### config.mk
export PLATFORM = sky130hd
export DESIGN_NAME = sfcs_config_startup
export DESIGN_NICKNAME = d
export VERILOG_FILES = /design/src/sfcs_config_startup.v
export VERILOG_INCLUDE_DIRS = /design/src /design/src/pkg
export SDC_FILE = /design/constraint.sdc
export NUM_CORES = 1
export LEC_CHECK = 0
export BUFFER_PORTS_ARGS = -buffer_cell sky130_fd_sc_hd__buf_4
export CAP_MARGIN = 20
export CORE_MARGIN = 4
export CORE_UTILIZATION = 30
export DETAILED_ROUTE_END_ITERATION = 16
export SLEW_MARGIN = 20
export SYNTH_ARGS = -nofsm -noshare
export SYNTH_HDL_FRONTEND = slang
export SYNTH_SLANG_ARGS = --single-unit
### constraint.sdc
create_clock -name clk_sys -period 72.9 [get_ports clk_sys]
set_input_delay 7.29 -clock clk_sys [delete_from_list [all_inputs] [get_ports clk_sys]]
set_output_delay 7.29 -clock clk_sys [all_outputs]
set_load 0.02 [all_outputs]
### src/pkg/sfcs_defines.vh
`ifndef SFCS_DEFINES_VH
`define SFCS_DEFINES_VH
// ----------------------------------------
// timing figures, in their own units
// ----------------------------------------
`define SFCS_CLK_PERIOD_NS 10
`define SFCS_INIT_TIME_US 1000
`define SFCS_PROG_MIN_NS 500
// derived cycle counts (least times round up)
`define SFCS_INIT_CYCLES ((`SFCS_INIT_TIME_US * 1000 + `SFCS_CLK_PERIOD_NS - 1) / `SFCS_CLK_PERIOD_NS)
`define SFCS_PROG_CYCLES ((`SFCS_PROG_MIN_NS + `SFCS_CLK_PERIOD_NS - 1) / `SFCS_CLK_PERIOD_NS)
// ----------------------------------------
// link command and image size
// ----------------------------------------
`define SFCS_READ_CMD 8'h03
`define SFCS_CMD_BITS 32
`define SFCS_IMAGE_BITS_MIN 581344
`define SFCS_IMAGE_BITS_MAX 5969696
// link clock divider slow half period in system cycles, and lowest rate option code
`define SFCS_SLOW_HALF 16'h0032
`define SFCS_RATE_OPT_LOW 8'h01
// image bit position of the rate option byte, and length in bits of the checksum word
`define SFCS_RATE_POS 32
`define SFCS_CRC_BITS 32
`endif

### src/sfcs_config_startup.v
`timescale 1ns/100ps
`include "sfcs_defines.vh"
module sfcs_config_startup #(
	parameter INIT_CYCLES = `SFCS_INIT_CYCLES, // shorten in simulation
	parameter IMAGE_BITS = `SFCS_IMAGE_BITS_MIN // per family member
) (
	input wire clk_sys,
	input wire sys_rst,
	input wire core_supply_good,
	input wire auxiliary_supply_good,
	input wire flash_bank_io_supply_good,
	input wire program_request_n,
	input wire init_n_in,
	output reg init_n_out,
	output reg init_n_oe,
	input wire done_in,
	output reg done_out,
	output reg done_oe,
	output reg flash_select_n,
	output reg config_link_clock,
	output reg mosi,
	input wire din,
	output reg [7:0] clock_rate_option,
	output reg image_bit,
	output reg image_bit_valid
);
// ----------------------------------------
// state codes
// ----------------------------------------
localparam ST_POR = 3'h0; // waiting for supplies
localparam ST_CLEAR = 3'h1; // clearing config memory
localparam ST_WAIT = 3'h2; // init released, waiting for pins high
localparam ST_CMD = 3'h3; // shifting command and address
localparam ST_READ = 3'h4; // reading image bits
localparam ST_DONE = 3'h5; // configured
localparam ST_FAIL = 3'h6; // checksum error, parked
// ----------------------------------------
// input synchronisers
// ----------------------------------------
reg [2:0] sup_s1_reg; // first stage, read only by second
reg [2:0] sup_s2_reg;
reg prog_s1_reg;
reg prog_s2_reg;
reg init_s1_reg;
reg init_s2_reg;
reg din_s1_reg;
reg din_s2_reg;
always @(posedge clk_sys) begin
	if (sys_rst) begin
		sup_s1_reg <= 3'h0;
		sup_s2_reg <= 3'h0;
		prog_s1_reg <= 1'b0;
		prog_s2_reg <= 1'b0;
		init_s1_reg <= 1'b0;
		init_s2_reg <= 1'b0;
		din_s1_reg <= 1'b0;
		din_s2_reg <= 1'b0;
	end else begin
		sup_s1_reg <= {core_supply_good, auxiliary_supply_good, flash_bank_io_supply_good};
		sup_s2_reg <= sup_s1_reg;
		prog_s1_reg <= program_request_n;
		prog_s2_reg <= prog_s1_reg;
		init_s1_reg <= init_n_in;
		init_s2_reg <= init_s1_reg;
		din_s1_reg <= din;
		din_s2_reg <= din_s1_reg;
	end
end
wire supplies_ok = &sup_s2_reg;
// ----------------------------------------
// program pulse width filter
// ----------------------------------------
// a glitch shorter than the minimum must not restart a running load
reg [7:0] prog_cnt_reg;
reg prog_armed_reg; // long enough low seen
always @(posedge clk_sys) begin
	if (sys_rst) begin
		prog_cnt_reg <= 8'h00;
		prog_armed_reg <= 1'b0;
	end else if (!prog_s2_reg) begin
		if (prog_cnt_reg < `SFCS_PROG_CYCLES) begin
			prog_cnt_reg <= prog_cnt_reg + 8'h01;
		end else begin
			prog_armed_reg <= 1'b1;
		end
	end else begin
		prog_cnt_reg <= 8'h00;
		prog_armed_reg <= 1'b0;
	end
end
// restart fires on the release after a long enough low
wire restart = prog_armed_reg && prog_s2_reg;
// ----------------------------------------
// link clock divider
// ----------------------------------------
reg [15:0] half_reg; // active half period
reg [15:0] div_cnt_reg;
reg link_run_reg; // link clock toggling
reg rise_en; // one-cycle enable at link rising edge
reg fall_en; // one-cycle enable at link falling edge
always @* begin
	rise_en = 1'b0;
	fall_en = 1'b0;
	if (link_run_reg && div_cnt_reg == 16'h0000) begin
		rise_en = !config_link_clock;
		fall_en = config_link_clock;
	end
end
// option code n gives half period slow/n, at least 1: a higher code is never a slower link
function [15:0] rate_half;
	input [7:0] opt;
	begin
		if (opt <= `SFCS_RATE_OPT_LOW) begin
			rate_half = `SFCS_SLOW_HALF;
		end else begin
			rate_half = `SFCS_SLOW_HALF / {8'h00, opt};
			if (rate_half == 16'h0000) begin
				rate_half = 16'h0001;
			end
		end
	end
endfunction
always @(posedge clk_sys) begin
	if (sys_rst) begin
		div_cnt_reg <= 16'h0000;
		config_link_clock <= 1'b0;
	end else if (!link_run_reg) begin
		// preloaded so the first link rise comes a full slow half period after select
		div_cnt_reg <= half_reg - 16'h0001;
		config_link_clock <= 1'b0;
	end else if (div_cnt_reg == 16'h0000) begin
		div_cnt_reg <= half_reg - 16'h0001;
		config_link_clock <= !config_link_clock;
	end else begin
		div_cnt_reg <= div_cnt_reg - 16'h0001;
	end
end
// ----------------------------------------
// main sequencer
// ----------------------------------------
reg [2:0] state_reg;
reg [19:0] init_cnt_reg;
reg [22:0] bit_cnt_reg;
reg [31:0] shift_reg; // command out, also checksum window in
reg [31:0] crc_reg; // running image checksum
wire [31:0] read_word = {`SFCS_READ_CMD, 24'h000000}; // address 0
// simple rotate-xor checksum; the last word of the image must match it
function [31:0] crc_step;
	input [31:0] c;
	input b;
	begin
		crc_step = {c[30:0], c[31] ^ b};
	end
endfunction
always @(posedge clk_sys) begin
	if (sys_rst || restart || !supplies_ok) begin
		// back to power-on state; restart also clears done and init
		state_reg <= ST_POR;
		init_cnt_reg <= 20'h00000;
		bit_cnt_reg <= 23'h000000;
		shift_reg <= 32'h00000000;
		crc_reg <= 32'h00000000;
		half_reg <= `SFCS_SLOW_HALF;
		link_run_reg <= 1'b0;
		flash_select_n <= 1'b1;
		mosi <= 1'b0;
		init_n_out <= 1'b0;
		init_n_oe <= 1'b0;
		done_out <= 1'b0;
		done_oe <= 1'b1;
		clock_rate_option <= `SFCS_RATE_OPT_LOW;
		image_bit <= 1'b0;
		image_bit_valid <= 1'b0;
	end else begin
		image_bit_valid <= 1'b0;
		case (state_reg)
		ST_POR: begin
			// held low by program pin postpones the start
			if (prog_s2_reg) begin
				state_reg <= ST_CLEAR;
				init_cnt_reg <= 20'h00000;
				init_n_oe <= 1'b1; // init low while clearing
			end
		end
		ST_CLEAR: begin
			flash_select_n <= 1'b1;
			if (init_cnt_reg >= INIT_CYCLES - 1) begin
				init_n_oe <= 1'b0;
				state_reg <= ST_WAIT;
			end else begin
				init_cnt_reg <= init_cnt_reg + 20'h00001;
			end
		end
		ST_WAIT: begin
			// external hold on init or program delays the read for a slow flash
			if (init_s2_reg && prog_s2_reg) begin
				flash_select_n <= 1'b0;
				link_run_reg <= 1'b1;
				shift_reg <= read_word;
				mosi <= read_word[31];
				bit_cnt_reg <= 23'h000000;
				state_reg <= ST_CMD;
			end
		end
		ST_CMD: begin
			if (fall_en) begin
				if (bit_cnt_reg == `SFCS_CMD_BITS - 1) begin
					bit_cnt_reg <= 23'h000000;
					state_reg <= ST_READ; // no path back: sent once
				end else begin
					shift_reg <= {shift_reg[30:0], 1'b0};
					mosi <= shift_reg[30];
					bit_cnt_reg <= bit_cnt_reg + 23'h000001;
				end
			end
		end
		ST_READ: begin
			if (rise_en) begin
				image_bit <= din_s2_reg;
				image_bit_valid <= 1'b1;
				shift_reg <= {shift_reg[30:0], din_s2_reg};
				if (bit_cnt_reg < IMAGE_BITS - `SFCS_CRC_BITS) begin
					crc_reg <= crc_step(crc_reg, din_s2_reg);
				end
				// rate option byte follows the header word
				if (bit_cnt_reg == `SFCS_RATE_POS + 7) begin
					clock_rate_option <= {shift_reg[6:0], din_s2_reg};
					half_reg <= rate_half({shift_reg[6:0], din_s2_reg});
				end
				if (bit_cnt_reg == IMAGE_BITS - 1) begin
					link_run_reg <= 1'b0;
					flash_select_n <= 1'b1;
					if ({shift_reg[30:0], din_s2_reg} == crc_reg) begin
						done_oe <= 1'b0;
						done_out <= 1'b1;
						state_reg <= ST_DONE;
					end else begin
						init_n_oe <= 1'b1;
						state_reg <= ST_FAIL;
					end
				end else begin
					bit_cnt_reg <= bit_cnt_reg + 23'h000001;
				end
			end
		end
		ST_DONE: begin
			done_oe <= 1'b0; // released, pulled high outside
		end
		ST_FAIL: begin
			init_n_oe <= 1'b1; // held until program restart
		end
		default: begin
			state_reg <= ST_POR;
		end
		endcase
	end
end
endmodule // sfcs_config_startup

==> flow_summary.toml <==
[clocking]
cts_setup_buffers = 0
cts_made_buffers = 17
root_buffer = "clkbuf_16"
cts_hold_buf = 0
clock_tree.buffer_depth = 2
post_cts_resized = 0
cts_tree = "done"
htreeDepth = 4
path_clk_slew_ns = 0.07
insertion_delay_ns = 0.43
cts_num_sinks = 179

[detailed_routing]
drc = 0
drt_iter0_drc = 787
routed_wl_um = 32930
routed_via_density = 5.253
drt-wirelength-per-cell_um = 14.30
ant_nets = 0
first_pass_iters = 5
vias = 12100

[global_routing]
grt_max_degree = 71
track_usage_pct = 13.38
grt_pass1_wl_um = 54730
grt_pass1_vias = 11370
gr-total-overflow = 0
antenna_found_initial = 0

[sta]
hold_violations = 0
finalSetupViolCount = 0
post-route-period-util_pct = 42.22
skew_ns = 0.01521
slew_violations = 0
finalCriticalPeriod_ns = 30.78
tns_ns = 0
timing.final.ws_setup_ns = 42.12
slew_headroom_pct = 30.40
fmax_mhz = 32.49
worst_pin_slew_ns = 1.042
rsz0062_at_grt = "no"

[worst_setup_path]
worstRegToRegCells = 119
crit_cells = 119
startpoint = "shift_reg[0]"
crit_fanout = 17
critPathMaxStageDelay_ns = 0.68
reg2reg_from = "shift_reg[0]"
critPathLaunchType = "flip-flop"
crit_required_ns = 73.20
critical-path-top-delay-family = "compound AO/OA/AOI/OAI gates"
cp_common_cell = "ha_1"
cp-end-kind = "flip-flop"
cp_num_buf_inv = 4
crit_arrival_ns = 31.07
critical_path.slowest_cell = "ha_1"
path_class = "reg -> reg"

[flow_run]
maxCapViolCount = 0

[cells_and_area]
largest_reg_flops = 32
antenna_cells = 0
syn_to_final_growth_pct = 9.469
final_cells = 2303
fin_nets = 1798
drive_gt1_share_pct = 7.715

[yosys]
synth_cell_type_count = 92
syn_area_um2 = 13360
synth_edf_count = 0
synth_fp_nets = 1818
async_flop_share_pct = 0
ys_seq_area_share_pct = 26.82
synth_flop_cell = "dfxtp_1"
netlist_instances = 1718
synth_area_per_cell_um2 = 7.776
ys_ff_latch = 179
yosys_warnings = 0

[outcome]
status = "complete, no violations"

[placed_design]
routabilityCongestion = 0.8483
hpwl_um = 24230
portBuffers = 23
pre_cts_ws_ns = 42.08
dp.cells = 2271

[floorplanning]
num_rows = 77
ioPinCount = 26
die_h_um = 219.0
core_area_um2 = 44120
initial_core_util_pct = 30.28
die-area_um2 = 47970
die_w_um = 219.0

[hold_path]
hp-start = "prog_cnt_reg[7]"
min_path_cells = 2
hold_class = "reg -> reg"
-- worst register-to-register path, delay by kind of cell (launching register included) --
kind	cells	cell delay, ns
AND/OR/NAND/NOR	31	6.85
buffers and inverters	4	0.99
flip-flops	1	0.46
AO/OA/AOI/OAI	68	16.71
multiplexers	1	0.43
adder cells (fa/ha/maj)	15	5.19
-- through the flow --
stage               instance area, µm²  util (%)  hold slack [ns]
global route                     14620     33.14           0.4551
CTS                              14620     33.13           0.4308
floorplan                        13360         -           0.4084
finish                           14620     33.14           0.4290
global placement                 14030     31.80           0.4148
detailed placement               14030     31.80           0.4186
-- layout make-up --
type                    instances  area (µm²)
well taps                     592       740.7
flip-flops and latches        179        3583
repair buffers                 31       232.7
multi-input cells            1421        9301
inverters                      48       182.7
fillers                      4694       29500
clock buffers                  19       432.9
clock inverters                13       150.1
-- metal layers --
layer	vias to the layer above	GRT usage (%)	share of wire, %
li1	6162	-	-
met1	5703	17.94	49
met2	200	22.95	47
met3	33	1.648	2.9
met4	0	3.202	1.3
met5	-	0	0
-- layout by cell type, fill, tap and decap left out, drive strengths merged, types with 7 or more instances in the layout --
cell type	instances
nor2	234
dfxtp	179
nand2	163
a21oi	129
xnor2	93
ha	91
o21ai	72
nand3	62
xor2	53
inv	53
nor3	46
mux2i	45
a21o	35
buf	31
a211oi	31
nor2b	29
o21a	27
nand4	26
or3	25
nand2b	22
nor4	19
clkbuf	19
and3	16
a31oi	16
o211ai	16
or2	15
mux2	14
o31ai	12
and2	12
nor3b	7
a21boi	7
a2111oi	7
-- synth_stat cells (12+ instances only) --
| cell type | number | share of area (%) |
|---|---|---|
| mux2_2 | 13 | 1.1 |
| nor3_1 | 46 | 1.7 |
| nand2_1 | 162 | 4.6 |
| a31oi_1 | 15 | 0.70 |
| xor2_1 | 53 | 3.5 |
| nand3_1 | 62 | 2.3 |
| o21ai_0 | 61 | 2.3 |
| nor4_1 | 17 | 0.80 |
| nor2b_1 | 29 | 1.4 |
| a21o_1 | 34 | 1.9 |
| ha_1 | 91 | 8.5 |
| dfxtp_1 | 179 | 27 |
| xnor2_1 | 93 | 6.1 |
| clkbuf_1 | 51 | 1.4 |
| inv_1 | 45 | 1.3 |
| buf_2 | 12 | 0.45 |
| a211oi_1 | 29 | 1.6 |
| and3_1 | 16 | 0.75 |
| nor2_1 | 231 | 6.5 |
| o21a_1 | 27 | 1.5 |
| mux2i_1 | 45 | 3.4 |
| o211ai_1 | 14 | 0.79 |
| a21oi_1 | 127 | 4.8 |
| nand4_1 | 26 | 1.2 |
| or2_2 | 13 | 0.61 |
| nand2b_1 | 22 | 1.0 |
| or3_1 | 25 | 1.2 |
-- path summary, 6_finish.rpt --
path / slack, ns / endpoint
setup / recovery: 42.12 / half_reg[0]
hold / removal: 0.43 / prog_cnt_reg[7]
setup reg to reg: 42.12 / half_reg[0]
hold reg to reg: 0.43 / prog_cnt_reg[7]
-- kinds of logic after synthesis --
logic type,synth area share [%]
xor gates and xnor gates,9.572
and+or+nand+nor,24.67
buffers and inverters,3.671
AOI/OAI and AO/OA,22.16
DFF,26.82
muxes,4.552
adders and majority gates,8.523
other,0.02807
Power is not shown: default switching activity piles up to over one toggle a cycle in this logic, so the estimate is an artifact.
